$ cat src/fdpr_pkg.sv
// constants and field layouts of the flash discovery parameter table
package fdpr_pkg;

   // ****************************************************************
   // address space
   // ****************************************************************
   localparam int          ADDR_W    = 24;
   localparam logic [15:0] HI_ZERO   = 16'h0000;
   localparam logic [7:0]  FILL_BYTE = 8'hff;

   // ****************************************************************
   // header offsets and words, least significant byte first
   // ****************************************************************
   localparam logic [7:0]  HDR_SIG_OFS = 8'h00;
   localparam logic [7:0]  HDR_REV_OFS = 8'h04;
   localparam logic [7:0]  PH0_DW1_OFS = 8'h08;
   localparam logic [7:0]  PH0_DW2_OFS = 8'h0c;
   localparam logic [7:0]  PH1_DW1_OFS = 8'h10;
   localparam logic [7:0]  PH1_DW2_OFS = 8'h14;
   localparam logic [31:0] HDR_SIG_DW  = 32'h50444653;
   localparam logic [31:0] HDR_REV_DW  = 32'hff010108;
   localparam logic [7:0]  BFPT_OFS    = 8'h30;
   localparam logic [7:0]  BFPT_LEN_DW = 8'h10;
   localparam logic [7:0]  BFPT_MINOR  = 8'h07;
   localparam logic [7:0]  BFPT_MAJOR  = 8'h01;
   localparam logic [7:0]  BFPT_ID_LSB = 8'h00;
   localparam logic [7:0]  ID_MSB      = 8'hff;
   localparam logic [15:0] PTR_HI      = 16'h0000;
   localparam logic [31:0] PH0_DW1 =
      {BFPT_LEN_DW, BFPT_MAJOR, BFPT_MINOR, BFPT_ID_LSB};
   localparam logic [31:0] PH0_DW2 = {ID_MSB, PTR_HI, BFPT_OFS};
   localparam logic [7:0]  VEND_LEN   = 8'h03;
   localparam logic [7:0]  VEND_MAJOR = 8'h01;
   localparam logic [7:0]  VEND_MINOR = 8'h00;
   localparam logic [7:0]  VEND_OFS   = 8'h70;
   localparam logic [31:0] PH1_DW2 = {ID_MSB, PTR_HI, VEND_OFS};

   // ****************************************************************
   // register offsets
   // ****************************************************************
   localparam logic [7:0] CAPS_OFS    = 8'h30;
   localparam logic [7:0] DENSITY_OFS = 8'h34;
   localparam logic [7:0] QUAD_OFS    = 8'h38;
   localparam logic [7:0] DUAL_OFS    = 8'h3c;
   localparam logic [7:0] FULL_OFS    = 8'h40;
   localparam logic [7:0] TWO_OFS     = 8'h44;

   // ****************************************************************
   // erase_and_read_mode_caps fields
   // ****************************************************************
   localparam logic [1:0] ERASE_GRAN = 2'h1;
   localparam logic       BUF_GT64   = 1'b1;
   localparam logic [1:0] VSR_WR     = 2'h0;
   localparam logic [2:0] UNUSED3    = 3'h7;
   localparam logic [7:0] ERASE4K_OP = 8'h20;
   localparam logic       UNUSED1    = 1'b1;
   localparam logic       QOR_SUP    = 1'b1;
   localparam logic       QIO_SUP    = 1'b1;
   localparam logic       DIO_SUP    = 1'b1;
   localparam logic       DTR_SUP    = 1'b1;
   localparam logic [1:0] ADDR_BYTES = 2'h0;
   localparam logic       SIO_SUP    = 1'b1;
   localparam logic [31:0] CAPS_VAL = {FILL_BYTE, UNUSED1, QOR_SUP,
      QIO_SUP, DIO_SUP, DTR_SUP, ADDR_BYTES, SIO_SUP, ERASE4K_OP,
      UNUSED3, VSR_WR, BUF_GT64, ERASE_GRAN};

   // ****************************************************************
   // density and read timing fields
   // ****************************************************************
   localparam logic [31:0] DENSITY_VAL = 32'h07ffffff;
   localparam logic [2:0] QIO_MODE   = 3'h2;
   localparam logic [4:0] QIO_DUMMY  = 5'h04;
   localparam logic [7:0] QIO_OP     = 8'heb;
   localparam logic [2:0] QOR_MODE   = 3'h0;
   localparam logic [4:0] QOR_DUMMY  = 5'h08;
   localparam logic [7:0] QOR_OP     = 8'h6b;
   localparam logic [2:0] DOR_MODE   = 3'h0;
   localparam logic [4:0] DOR_DUMMY  = 5'h08;
   localparam logic [7:0] DOR_OP     = 8'h3b;
   localparam logic [2:0] DIOR_MODE  = 3'h4;
   localparam logic [4:0] DIOR_DUMMY = 5'h00;
   localparam logic [7:0] DIOR_OP    = 8'hbb;
   localparam logic [31:0] QUAD_VAL = {QOR_OP, QOR_MODE, QOR_DUMMY,
      QIO_OP, QIO_MODE, QIO_DUMMY};
   localparam logic [31:0] DUAL_VAL = {DIOR_OP, DIOR_MODE, DIOR_DUMMY,
      DOR_OP, DOR_MODE, DOR_DUMMY};
   localparam logic [2:0]  RFU3         = 3'h7;
   localparam logic        FLCM_SUP     = 1'b1;
   localparam logic        DUAL_ALL_SUP = 1'b0;
   localparam logic [23:0] RFU24        = 24'hffffff;
   localparam logic [31:0] FULL_VAL = {RFU24, RFU3, FLCM_SUP, RFU3,
      DUAL_ALL_SUP};
   localparam logic [2:0]  DUAL_ALL_MODE  = 3'h7;
   localparam logic [4:0]  DUAL_ALL_DUMMY = 5'h1f;
   localparam logic [7:0]  DUAL_ALL_OP    = 8'hff;
   localparam logic [15:0] RFU16          = 16'hffff;
   localparam logic [31:0] TWO_VAL = {DUAL_ALL_OP, DUAL_ALL_MODE,
      DUAL_ALL_DUMMY, RFU16};

   typedef enum logic {FDPR_IDLE, FDPR_STREAM} fdpr_state_t;

endpackage

$ cat src/fdpr_byte_lookup.sv
// byte lookup of the discovery table by relative address
`timescale 1ns/1ps
module fdpr_byte_lookup #(
   // identity byte of the vendor header, value is arbitrary
   parameter logic [7:0] VENDOR_ID = 8'h00
) (
   input  wire logic [23:0] addr_i,
   output logic      [7:0]  byte_o
);

   logic [7:0]  word_ofs;
   logic [31:0] dword;

   // lsb lane first within each doubleword
   function automatic logic [7:0] lane_of(input logic [31:0] dw,
                                          input logic [1:0]  lane);
      lane_of = 8'(dw >> {lane, 3'h0}); // RQ21
   endfunction

   always_comb begin
      word_ofs = {addr_i[7:2], 2'h0};
      dword    = {4{fdpr_pkg::FILL_BYTE}};
      // rest of the table and undefined space read as all ones
      if (addr_i[23:8] == fdpr_pkg::HI_ZERO) begin
         case (word_ofs)
            fdpr_pkg::HDR_SIG_OFS: dword = fdpr_pkg::HDR_SIG_DW;
            fdpr_pkg::HDR_REV_OFS: dword = fdpr_pkg::HDR_REV_DW;
            fdpr_pkg::PH0_DW1_OFS: dword = fdpr_pkg::PH0_DW1; // RQ20
            fdpr_pkg::PH0_DW2_OFS: dword = fdpr_pkg::PH0_DW2; // RQ20
            fdpr_pkg::PH1_DW1_OFS: dword = {fdpr_pkg::VEND_LEN,
               fdpr_pkg::VEND_MAJOR, fdpr_pkg::VEND_MINOR, VENDOR_ID};
            fdpr_pkg::PH1_DW2_OFS: dword = fdpr_pkg::PH1_DW2;
            fdpr_pkg::CAPS_OFS:    dword = fdpr_pkg::CAPS_VAL; // RQ1
            fdpr_pkg::DENSITY_OFS: dword = fdpr_pkg::DENSITY_VAL; // RQ7
            fdpr_pkg::QUAD_OFS:    dword = fdpr_pkg::QUAD_VAL; // RQ8
            fdpr_pkg::DUAL_OFS:    dword = fdpr_pkg::DUAL_VAL; // RQ12
            fdpr_pkg::FULL_OFS:    dword = fdpr_pkg::FULL_VAL; // RQ16
            fdpr_pkg::TWO_OFS:     dword = fdpr_pkg::TWO_VAL; // RQ18
            default:               dword = {4{fdpr_pkg::FILL_BYTE}};
         endcase
      end
      byte_o = lane_of(dword, addr_i[1:0]);
   end

endmodule // fdpr_byte_lookup

$ cat src/fdpr_discovery_rom.sv
// discovery parameter table read port with byte streaming
`timescale 1ns/1ps

// Summary of operation
// RQ1: byte 30h is E5h, uniform 4K erase
// RQ2: byte 30h bit 2 flags large buffer
// RQ3: byte 30h bits 4:3 read 00b
// RQ4: byte 31h is 4K erase opcode 20h
// RQ5: byte 32h is F9h, read modes, 3-byte
// RQ6: byte 33h unused, reads FFh
// RQ7: bytes 34h-37h give density 07FFFFFFh
// RQ8: byte 38h is 44h, quad-io timing
// RQ9: byte 39h is quad-io opcode EBh
// RQ10: byte 3Ah is 08h, quad-out timing
// RQ11: byte 3Bh is quad-out opcode 6Bh
// RQ12: byte 3Ch is 08h, dual-out timing
// RQ13: byte 3Dh is dual-out opcode 3Bh
// RQ14: byte 3Eh is 80h, dual-io timing
// RQ15: byte 3Fh is dual-io opcode BBh
// RQ16: byte 40h is FEh, four-line yes, two-line no
// RQ17: bytes 41h to 45h read FFh
// RQ18: bytes 46h and 47h read FFh
// RQ19: host fetches table with read opcode 5Ah
// RQ20: header points to 30h, length 10h
// RQ21: streaming reads increment, lsb byte first
module fdpr_discovery_rom #(
   parameter logic [7:0] VENDOR_ID = 8'h00 // arbitrary value
) (
   input  wire logic        sys_clk_i,
   input  wire logic        reset_i,
   input  wire logic        rd_start_i,
   input  wire logic [23:0] rd_addr_i,
   input  wire logic        rd_next_i,
   input  wire logic        rd_stop_i,
   output logic      [7:0]  rd_data_o,
   output logic      [23:0] rd_addr_o,
   output logic             rd_valid_o,
   output logic             rd_busy_o,
   output logic      [31:0] rd_dword_o,
   output logic             rd_dword_valid_o
);

   // ****************************************************************
   // declarations
   // ****************************************************************
   fdpr_pkg::fdpr_state_t state_reg;
   fdpr_pkg::fdpr_state_t state_next;
   logic [23:0] addr_reg;
   logic [23:0] addr_next;
   logic [7:0]  data_reg;
   logic [7:0]  data_next;
   logic        valid_reg;
   logic        valid_next;
   logic        fetch;
   logic [23:0] fetch_addr;
   logic [7:0]  lut_byte;
   logic [31:0] asm_reg;
   logic [31:0] asm_next;
   logic [2:0]  run_reg;
   logic [2:0]  run_next;
   logic [31:0] dword_reg;
   logic [31:0] dword_next;
   logic        dvalid_reg;
   logic        dvalid_next;
   logic [1:0]  lane;
   logic        step_reg;
   logic        step_next;

   // ****************************************************************
   // table lookup
   // ****************************************************************
   fdpr_byte_lookup #(
      .VENDOR_ID (VENDOR_ID)
   ) u_lookup (
      .addr_i    (fetch_addr),
      .byte_o    (lut_byte)
   );

   // ****************************************************************
   // read sequencing
   // ****************************************************************
   // a start always restarts, even mid-stream, so a host that lost
   // its place can resynchronise without a stop first
   always_comb begin
      state_next = state_reg;
      addr_next  = addr_reg;
      data_next  = data_reg;
      valid_next = 1'b0;
      fetch      = 1'b0;
      fetch_addr = addr_reg;
      step_next  = 1'b0;
      if (rd_start_i) begin
         state_next = fdpr_pkg::FDPR_STREAM; // RQ19
         fetch      = 1'b1;
         fetch_addr = rd_addr_i;
      end else if (rd_stop_i) begin
         state_next = fdpr_pkg::FDPR_IDLE;
      end else begin
         unique case (state_reg)
            fdpr_pkg::FDPR_IDLE: begin
               fetch = 1'b0;
            end
            fdpr_pkg::FDPR_STREAM: begin
               if (rd_next_i) begin
                  fetch      = 1'b1;
                  fetch_addr = 24'(addr_reg + 1'b1); // RQ21
                  step_next  = 1'b1;
               end
            end
         endcase
      end
      if (fetch) begin
         addr_next  = fetch_addr;
         data_next  = lut_byte;
         valid_next = 1'b1;
      end
   end

   always_ff @(posedge sys_clk_i) begin
      if (reset_i) begin
         state_reg <= fdpr_pkg::FDPR_IDLE;
         addr_reg  <= '0;
         data_reg  <= '0;
         valid_reg <= 1'b0;
         step_reg  <= 1'b0;
      end else begin
         state_reg <= state_next;
         addr_reg  <= addr_next;
         data_reg  <= data_next;
         valid_reg <= valid_next;
         step_reg  <= step_next;
      end
   end

   // ****************************************************************
   // doubleword assembly
   // ****************************************************************
   // only four in-order bytes starting on lane 0 form a doubleword;
   // any skip or restart drops the partial word
   always_comb begin
      lane        = addr_reg[1:0];
      asm_next    = asm_reg;
      run_next    = run_reg;
      dword_next  = dword_reg;
      dvalid_next = 1'b0;
      if (valid_reg) begin
         asm_next = {data_reg, asm_reg[31:8]}; // RQ21
         if (lane == 2'h0) begin
            run_next = 3'h1;
         end else if (step_reg && run_reg == {1'b0, lane}) begin
            run_next = 3'(run_reg + 1'b1);
         end else begin
            run_next = 3'h0;
         end
         // a run left over from an earlier stream must not complete
         if (lane == 2'h3 && step_reg && run_reg == 3'h3) begin
            dword_next  = {data_reg, asm_reg[31:8]};
            dvalid_next = 1'b1;
            run_next    = 3'h0;
         end
      end
   end

   always_ff @(posedge sys_clk_i) begin
      if (reset_i) begin
         asm_reg    <= '0;
         run_reg    <= '0;
         dword_reg  <= '0;
         dvalid_reg <= 1'b0;
      end else begin
         asm_reg    <= asm_next;
         run_reg    <= run_next;
         dword_reg  <= dword_next;
         dvalid_reg <= dvalid_next;
      end
   end

   // ****************************************************************
   // outputs
   // ****************************************************************
   assign rd_data_o        = data_reg;
   assign rd_addr_o        = addr_reg;
   assign rd_valid_o       = valid_reg;
   assign rd_busy_o        = (state_reg == fdpr_pkg::FDPR_STREAM);
   assign rd_dword_o       = dword_reg;
   assign rd_dword_valid_o = dvalid_reg;

   // ****************************************************************
   // assertions
   // ****************************************************************
   function automatic logic hit(input logic [7:0] ofs,
                                input logic [1:0] ln);
      hit = valid_reg &&
            (addr_reg == {fdpr_pkg::HI_ZERO, ofs[7:2], ln});
   endfunction
endmodule // fdpr_discovery_rom

$ cat config.mk
export PLATFORM = sky130hd
export DESIGN_NAME = fdpr_discovery_rom
export DESIGN_NICKNAME = d
export VERILOG_FILES = /design/src/fdpr_pkg.sv /design/src/fdpr_byte_lookup.sv /design/src/fdpr_discovery_rom.sv
export SDC_FILE = /design/constraint.sdc
export NUM_CORES = 1
export LEC_CHECK = 0
export BUFFER_PORTS_ARGS = -buffer_cell sky130_fd_sc_hd__buf_2
export CAP_MARGIN = 15
export CORE_UTILIZATION = 40
export DETAILED_ROUTE_END_ITERATION = 6
export SETUP_SLACK_MARGIN = 0.05
export SYNTH_ARGS = -nofsm -noshare
export SYNTH_HDL_FRONTEND = slang
export SYNTH_SLANG_ARGS = --single-unit
export TNS_END_PERCENT = 100
$ cat constraint.sdc
create_clock -name sys_clk_i -period 4.45 [get_ports sys_clk_i]
set_input_delay 0.445 -clock sys_clk_i [delete_from_list [all_inputs] [get_ports sys_clk_i]]
set_output_delay 0.445 -clock sys_clk_i [all_outputs]
set_load 0.05 [all_outputs]
# Word level (Yosys, flattened, before mapping)
# Index checks and enable logic that the tools add are counted.
[totals] register_bits=103 wordCells=54
[classes] addsub=2 eq_ne=13 n_shift=1 mux=17 n_bitwise=2 n_reduce_logical=10
[ops] cell="case mux 32 bit (11 select lines)" count=1
[ops] cell="two-way mux 24 bit" count=4
[ops] cell="two-way mux 32 bit" count=1
[ops] cell=">> shifter 32 x 5 -> 8 bit" count=1
[ops] cell="adder 24 x 1 -> 24 bit (second input constant)" count=1
[ops] cell="equality test 6 x 4 -> 1 bit (second input constant)" count=4
[ops] cell="zero test 16 bit" count=1
[ops] cell="equality test 6 x 2 -> 1 bit (second input constant)" count=2
[ops] cell="equality test 6 x 3 -> 1 bit (second input constant)" count=2
[ops] cell="two-way mux 3 bit" count=3
[ops] cell="two-way mux 1 bit" count=7
[ops] cell="equality test 6 x 1 -> 1 bit (second input constant)" count=1
[ops] cell="equality test 6 x 5 -> 1 bit (second input constant)" count=1
[ops] cell="zero test 6 bit" count=1
[ops] cell="OR reduction 4 bit" count=1
[ops] cell="adder 3 x 1 -> 3 bit (second input constant)" count=1
[ops] cell="equality test 3 x 2 -> 1 bit" count=1
[ops] cell="equality test 3 x 2 -> 1 bit (second input constant)" count=1
[ops] cell="logical AND 1 bit" count=3
[ops] cell="equality test 2 bit (second input constant)" count=1
[ops] cell="zero test 2 bit" count=1
[ops] cell="NOT 1 bit" count=2
[ops] cell="case mux 1 bit (2 select lines)" count=1
[ops] cell="AND reduction 2 bit" count=1
[ops] cell="other kinds (2)" count=2

# Logic depth before layout (Yosys ltp)
# Gate-level depths: netlist of the first run.
[depth] word_depth=9 mapped_depth=12 mapped_depth_nobuf=10

# Cells and area by module
# Synthesis of the first run repeated with hierarchy kept, for this count alone.
[hier_totals] hier_cells=600 hier_area_um2=4799.6
[by_module_without_submodules] mod="fdpr_discovery_rom" n_inst=1 cells_per_inst=472 area_per_inst_um2=4045.1 seq_area_each_um2=1901.8
[by_module_without_submodules] mod="fdpr_byte_lookup" n_inst=1 cells_per_inst=128 area_per_inst_um2=754.5 seq_area_each_um2=0.0

# Worst setup path after synthesis of the first run
# Ideal clock, no wire load.
[synth_timing] kind="reg-to-reg" from="reg addr_reg[0], in the netlist rd_addr_o[0]" to="reg data_reg[1], in the netlist rd_data_o[1]" arrival_ps=3240 required_ps=4317 setup_slack_ps=1077 stages_incl_launch_ff=12 period_less_slack_ps=3373 cell_sequence="dfxtp_1 -> ha_1 -> nand4b_4 -> or3_1 -> buf_2 -> o311a_1 -> a221oi_2 -> o211ai_2 -> nor4_4 -> nand2_1 -> a2111oi_2 -> nor4_2"
[synth_between] elab_chain_cells=9 elab_cells_between_ends=20
[synth_lines] element="from (decl)" line="fdpr_discovery_rom.sv:48" rtl="logic [23:0] addr_reg;"
[synth_lines] element="from (signal assigned)" line="fdpr_discovery_rom.sv:128" rtl="addr_reg <= addr_next;"
[synth_lines] element="adder 24 x 1 -> 24 bit" line="fdpr_discovery_rom.sv:106" rtl="fetch_addr = 24'(addr_reg + 1'b1);"
[synth_lines] element="two-way mux 24 bit" line="fdpr_discovery_rom.sv:104" rtl="if (rd_next_i) begin"
[synth_lines] element="two-way mux 24 bit" line="fdpr_discovery_rom.sv:99" rtl="unique case (state_reg)"
[synth_lines] element="two-way mux 24 bit *" line="fdpr_discovery_rom.sv:96" rtl="end else if (rd_stop_i) begin"
[synth_lines] element="two-way mux 24 bit *" line="fdpr_discovery_rom.sv:92" rtl="if (rd_start_i) begin"
[synth_lines] element="equality test 6 x 5 -> 1 bit, or another cell as far along" line="fdpr_byte_lookup.sv:25" rtl="case (word_ofs)"
[synth_lines] element="case mux 32 bit (11 select lines)" line="fdpr_byte_lookup.sv:25"
[synth_lines] element="two-way mux 32 bit" line="fdpr_byte_lookup.sv:24" rtl="if (addr_i[23:8] == fdpr_pkg::HI_ZERO) begin"
[synth_lines] element=">> shifter 32 x 5 -> 8 bit *" line="fdpr_byte_lookup.sv:17" rtl="lane_of = 8'(dw >> {lane, 3'h0});"
[synth_lines] element="to (signal assigned)" line="fdpr_discovery_rom.sv:129" rtl="data_reg <= data_next;"
[synth_lines] element="to (decl)" line="fdpr_discovery_rom.sv:50" rtl="logic [7:0] data_reg;"
# Every way passes the cells marked *; elsewhere a longest branch is shown, timed or not.
# A chain may end at the register's enable or synchronous reset.

# Final worst setup path of the first run
# Ends and elaborated chain as after synthesis.

==> impl_metrics.json, run 1 <==
{
  "dieArea_um2": 12550,
  "postRouteAntennaNets": 0,
  "max_clock_freq_mhz": 286.5,
  "clk_pin_slew_ns": 0.08,
  "cts_resized": 0,
  "synth.avg_cell_area_um2": 7.914,
  "drt_wl_total_um": 13350,
  "synth_top_family_by_area": "simple AND/OR/NAND/NOR gates",
  "rsz0062_at_grt": "false",
  "p_leak_nw": 2.273,
  "powerDensity_nw_per_um2": 355.2,
  "fin_crit_sh": 0.7843,
  "synth_top_area_frac": 0.3927,
  "yosysTopAreaCell": "dfxtp_1",
  "nets": 720,
  "maxCapViolations": 0,
  "dpl.hpwl_um": 9591,
  "drive_gt1_frac": 0.1980,
  "numCtsBuffers": 9,
  "synth_edf_count": 0,
  "hold_viol": 0,
  "clock_sinks": 95,
  "vias_per_cell": 5.588,
  "cts_hold_buf": 0,
  "violations": "design-rule violations",
  "cts-root-buf": "clkbuf_16",
  "worst_pin_slew_ns": 0.8896,
  "worstSetupEndpointType": "register",
  "drcViolationCount": 7,
  "synth-xor-area-share": 0.02712,
  "critPathKind": "register to register",
  "synth_area_um2": 4843,
  "track_usage": 0.2164,
  "clock_skew_ns": 0.01086,
  "drtIter0Drc": 287,
  "required_ns": 4.67,
  "ir_drop_v": 0.0001667,
  "postCtsSetupBuffers": 0,
  "ys_ff_latch": 95,
  "timing.critical_path.cells": "ha_1 -> nand4b_4 -> nor4_1 -> mux2_2 -> o221ai_1 -> o211ai_1 -> nor4_4 -> nand2_1 -> a2111oi_2 -> nor4_2",
  "synthToLayoutAreaGrowth_pct": 17.51,
  "gp_congestion": 0.8621,
  "final_cell_area_um2": 5692,
  "setup_viol": 0,
  "vias": 4666,
  "status": "finished, violations left",
  "critPathArrivalTime_ns": 3.71,
  "grt_pass1_vias": 4282,
  "ys.warnings.count": 0,
  "yosys_most_used_dff": "dfxtp_1",
  "ios": 96,
  "grt_max_degree": 59,
  "min_period_ns": 3.490,
  "cts_tree": "done",
  "slowest_stage": "nor4_1",
  "die_h_um": 112.0,
  "async_reset_ff_frac": 0,
  "yosys.area_share.adder": 0.01033,
  "synth_nets": 645,
  "slowest_delay_ns": 0.62,
  "clk_path_buf_depth": 2,
  "portBuffers": 95,
  "die_x_um": 112.0,
  "worst_path_dominant_cell_family": "simple AND/OR/NAND/NOR gates",
  "hold_class": "input port to register",
  "critPathMaxFanout": 10,
  "ys_types": 68,
  "htree_levels": 3,
  "slew_viol_final": 0,
  "core_area_um2": 11610,
  "grt_pass1_wl_um": 21770,
  "antenna_found_initial": 0,
  "place_area_um2": 5403,
  "yosysSeqAreaShare": 0.3927,
  "diodes": 0,
  "largest_register_ffs": 32,
  "p_total_mw": 2.022,
  "initial_core_util": 0.4170,
  "wl_per_cell_um": 15.98,
  "synth_mux_area_frac": 0.05606,
  "grt.overflow.total": 0,
  "synth_compound_area_frac": 0.1847,
  "slew_headroom": 0.4061,
  "crit_buf_inv": 0,
  "yosys-top-cells-area": "dfxtp_1 (39%), nand2_1 (7.4%), nor2_1 (6.3%)",
  "drtPass1Iterations": 7,
  "synthSimpleGateAreaFrac": 0.2826,
  "start_kind": "register",
  "rows": 39,
  "tns_ns": 0,
  "clock_latency_ns": 0.36,
  "synthCells": 612
}
per-stage QoR:
step	setup slack, ns	hold slack, ns	cells	utilization
CTS	0.9654	0.3466	835	0.4901
global route	0.6975	0.3641	835	0.4901
floorplan	1.077	0.4313	612	-
detailed placement	0.9784	0.4401	819	0.4652
global placement	1.180	0.4411	819	0.4652
finish	0.9598	0.3535	835	0.4901
final cells by class:
| cell class | count | area (um2) |
|---|---|---|
| fill | 1193 | 5922 |
| multi-input combinational | 462 | 2719 |
| timing repair buffer | 105 | 550.5 |
| clock inverter | 7 | 63.81 |
| inverter | 14 | 52.55 |
| tap | 143 | 178.9 |
| sequential | 95 | 1902 |
| clock buffer | 9 | 225.2 |
cell families after synthesis:
group,Yosys count
adders and majority gates,4
xor gates and xnor gates,15
AOI/OAI and AO/OA,131
DFF,95
muxes,27
and+or+nand+nor,285
buffers and inverters,55
final timing paths:
path               endpoint      startpoint  slack (ns)  cells after the start
max            rd_data_o[1]    rd_addr_o[0]        0.96                     10
min           rd_addr_o[13]   rd_addr_i[13]        0.35                      3
max reg2reg    rd_data_o[1]    rd_addr_o[0]        0.96                     10
min reg2reg  rd_dword_o[19]  rd_dword_o[19]        0.45                      2
per-layer routing:
metal  vias up  share of wire  GRT usage
met2       143           0.45     0.3466
met4         0          0.018    0.08533
li1       2332              -          -
met5         -              0          0
met1      2174           0.48     0.2906
met3        17          0.053    0.03780
cell usage after synthesis (3+ instances only):
library cell	count
nand2_1	96
dfxtp_1	95
nor2_1	81
a21oi_1	49
clkbuf_1	29
nor3_1	29
mux2i_1	26
nand3_1	15
inv_1	14
o21ai_0	13
nand4_1	12
nor4_1	12
xnor2_1	11
a211oi_1	6
buf_2	6
nand2b_1	6
o21a_1	6
o211ai_1	5
o31a_1	5
o31ai_1	5
a31oi_1	4
and4_1	4
buf_1	4
ha_1	4
nor2b_1	4
or3_1	4
xor2_1	4
a221oi_2	3
a22oi_1	3
and2_1	3
o21ai_1	3
o22ai_1	3
or4_1	3
report_power, final:
part,internal [mW],leakage (nW),total (mW),switching [mW]
clock,0.391,0.136,0.764,0.373
sequential,0.878,0.775,0.923,0.0451
combinational,0.106,1.36,0.335,0.229
worst register-to-register path: cells and delay by family (launching register included):
kind / cells / cell delay, ns
AND/OR/NAND/NOR: 5 / 1.41
multiplexers: 1 / 0.41
flip-flops: 1 / 0.50
AO/OA/AOI/OAI: 3 / 0.71
adder cells (fa/ha/maj): 1 / 0.33
layout by cell type (no fill, tap or decap), types with 6 or more instances in the layout:
cell | Yosys | layout
nor3_1 | 29 | 29
nand2_1 | 96 | 96
buf_2 | 6 | 95
nand2b_1 | 6 | 6
o21ai_0 | 13 | 13
mux2i_1 | 26 | 26
a211oi_1 | 6 | 6
clkbuf_16 | 0 | 9
nand3_1 | 15 | 15
a21oi_1 | 49 | 49
nand4_1 | 12 | 12
inv_1 | 14 | 14
nor2_1 | 81 | 80
nor4_1 | 12 | 12
xnor2_1 | 11 | 11
o21a_1 | 6 | 6
buf_4 | 1 | 10
dfxtp_1 | 95 | 95
Note: power is estimated with default switching activity, not from simulation.
==> inputs of run 2 (changes only) <==
- clock period: 4.45 -> 3.55 ns (I/O delays scaled with it)
==> run 2 against run 1 <==
Power grew 23%. Critical endpoint is now rd_data_o[7]. Utilization up 0.26 points. The flow still finishes with violations (design-rule violations). Via count hardly changed. Largest power group unchanged. Worst setup slack got worse by 0.65 ns. Clock skew barely moved. Non-clock buffer count increased by 5. First-iteration DRC count grew 26%. Count of clock-buffer cells in the layout up 1.
==> impl_metrics.json, run 2 (synthesis results as in run 1) <==
{
  "status": "finished, violations left",
  "violations": "design-rule violations",
  "postRouteAntennaNets": 0,
  "vias_per_cell": 5.565,
  "diodes": 0,
  "clock_skew_ns": 0.01056,
  "rsz0062_at_grt": "false",
  "cts_resized": 0,
  "min_period_ns": 3.237,
  "powerDensity_nw_per_um2": 434.8,
  "critPathArrivalTime_ns": 3.51,
  "portBuffers": 95,
  "htree_levels": 3,
  "dieArea_um2": 12550,
  "rows": 39,
  "track_usage": 0.2165,
  "cts_hold_buf": 0,
  "grt_pass1_wl_um": 21780,
  "synthToLayoutAreaGrowth_pct": 18.13,
  "worstSetupEndpointType": "register",
  "timing.critical_path.cells": "and4_1 -> nand2_1 -> a221o_1 -> or4_1 -> o21ai_0 -> o221ai_1 -> a221oi_1 -> o21ai_1 -> a21oi_1",
  "cts-root-buf": "clkbuf_16",
  "vias": 4669,
  "most-common-layout-cells": "nand2_1 (96), dfxtp_1 (95), buf_2 (95)",
  "die_h_um": 112.0,
  "start_kind": "register",
  "clk_path_buf_depth": 2,
  "clock_latency_ns": 0.35,
  "drt_wl_total_um": 13240,
  "grt_max_degree": 70,
  "dpl.hpwl_um": 9494,
  "stdcell_count": 839,
  "clk_pin_slew_ns": 0.07,
  "max_clock_freq_mhz": 308.9,
  "critPathKind": "register to register",
  "drcViolationCount": 7,
  "wl_per_cell_um": 15.78,
  "ir_drop_v": 0.0002883,
  "p_leak_nw": 2.301,
  "drtPass1Iterations": 7,
  "worst_pin_slew_ns": 0.6071,
  "postCtsSetupBuffers": 0,
  "drive_gt1_frac": 0.2011,
  "fin_crit_sh": 0.9119,
  "slew_viol_final": 0,
  "hold_class": "input port to register",
  "grt.overflow.total": 0,
  "core_area_um2": 11610,
  "placed_cells": 824,
  "critPathMaxFanout": 13,
  "initial_core_util": 0.4170,
  "required_ns": 3.82,
  "ios": 96,
  "hold_viol": 0,
  "gp_congestion": 0.9162,
  "die_x_um": 112.0,
  "slowest_stage": "or4_1",
  "clock_sinks": 95,
  "final_common_cell": "nand2_1",
  "slowest_delay_ns": 0.59,
  "antenna_found_initial": 0,
  "nets": 725,
  "hold_depth": 3,
  "largest_register_ffs": 32,
  "maxCapViolations": 0,
  "numCtsBuffers": 9,
  "setup_viol": 0,
  "cts_tree": "done",
  "grt_pass1_vias": 4318,
  "reg2reg_depth": 9,
  "tns_ns": 0,
  "drtIter0Drc": 361,
  "slew_headroom": 0.5910
}
run 2: changes by cell type in the layout (fill, tap and decap cells not counted):
cell	previous run	this run
inv_8	2	0
clkinv_4	2	1
inv_6	1	3
clkinvlp_4	2	0
clkbuf_1	0	1
buf_12	0	1
clkinv_2	0	1
buf_4	10	14
run 2: path summary, 6_finish.rpt:
kind / from / end / slack [ns]
max: rd_addr_o[3] / rd_data_o[7] / 0.31
min: rd_addr_i[12] / rd_addr_o[12] / 0.28
min reg2reg: rd_dword_o[14] / rd_dword_o[14] / 0.45
max reg2reg: rd_addr_o[3] / rd_data_o[7] / 0.31
run 2: layout make-up:
class                           count  area, um2
Clock buffer                       10      229.0
Fill cell                        1169       5892
Clock inverter                      5      40.04
Sequential cell                    95       1902
Multi-Input combinational cell    462       2719
Inverter                           14      52.55
Tap cell                          143      178.9
Timing Repair Buffer              110      600.6
run 2: through the flow:
| step | instance area, um2 | utilization | power (mW) | hold WS [ns] | setup slack [ns] |
|---|---|---|---|---|---|
| final | 5722 | 0.4927 | 2.488 | 0.2790 | 0.3127 |
| after global routing | 5722 | 0.4927 | 2.588 | 0.2891 | 0.09285 |
| after CTS | 5722 | 0.4927 | 2.500 | 0.2676 | 0.3476 |
| after detailed placement | 5453 | 0.4695 | 1.602 | 0.4448 | 0.3715 |
| after global placement | 5453 | 0.4695 | 1.598 | 0.4407 | 0.4848 |
| after floorplan | 4843 | - | 1.479 | 0.4313 | 0.1774 |
run 2: report_power, final:
group          total (mW)  internal [mW]  leakage (nW)  switching, mW
registers            1.15           1.10         0.775         0.0480
clock network       0.904          0.479         0.134          0.425
logic               0.435          0.139          1.39          0.296
run 2: layer usage:
| layer | global-route usage | part of all wire | vias to the layer above |
|---|---|---|---|
| li1 | - | - | 2336 |
| met1 | 0.2882 | 0.47 | 2181 |
| met5 | 0 | 0 | - |
| met3 | 0.04482 | 0.045 | 18 |
| met2 | 0.3520 | 0.47 | 134 |
| met4 | 0.06933 | 0.015 | 0 |
run 2: worst max-delay path: cells and delay by family, from the launching register on:
family          cells  cell delay [ns]
compound gates      6             1.49
simple gates        3             1.13
flops               1             0.53
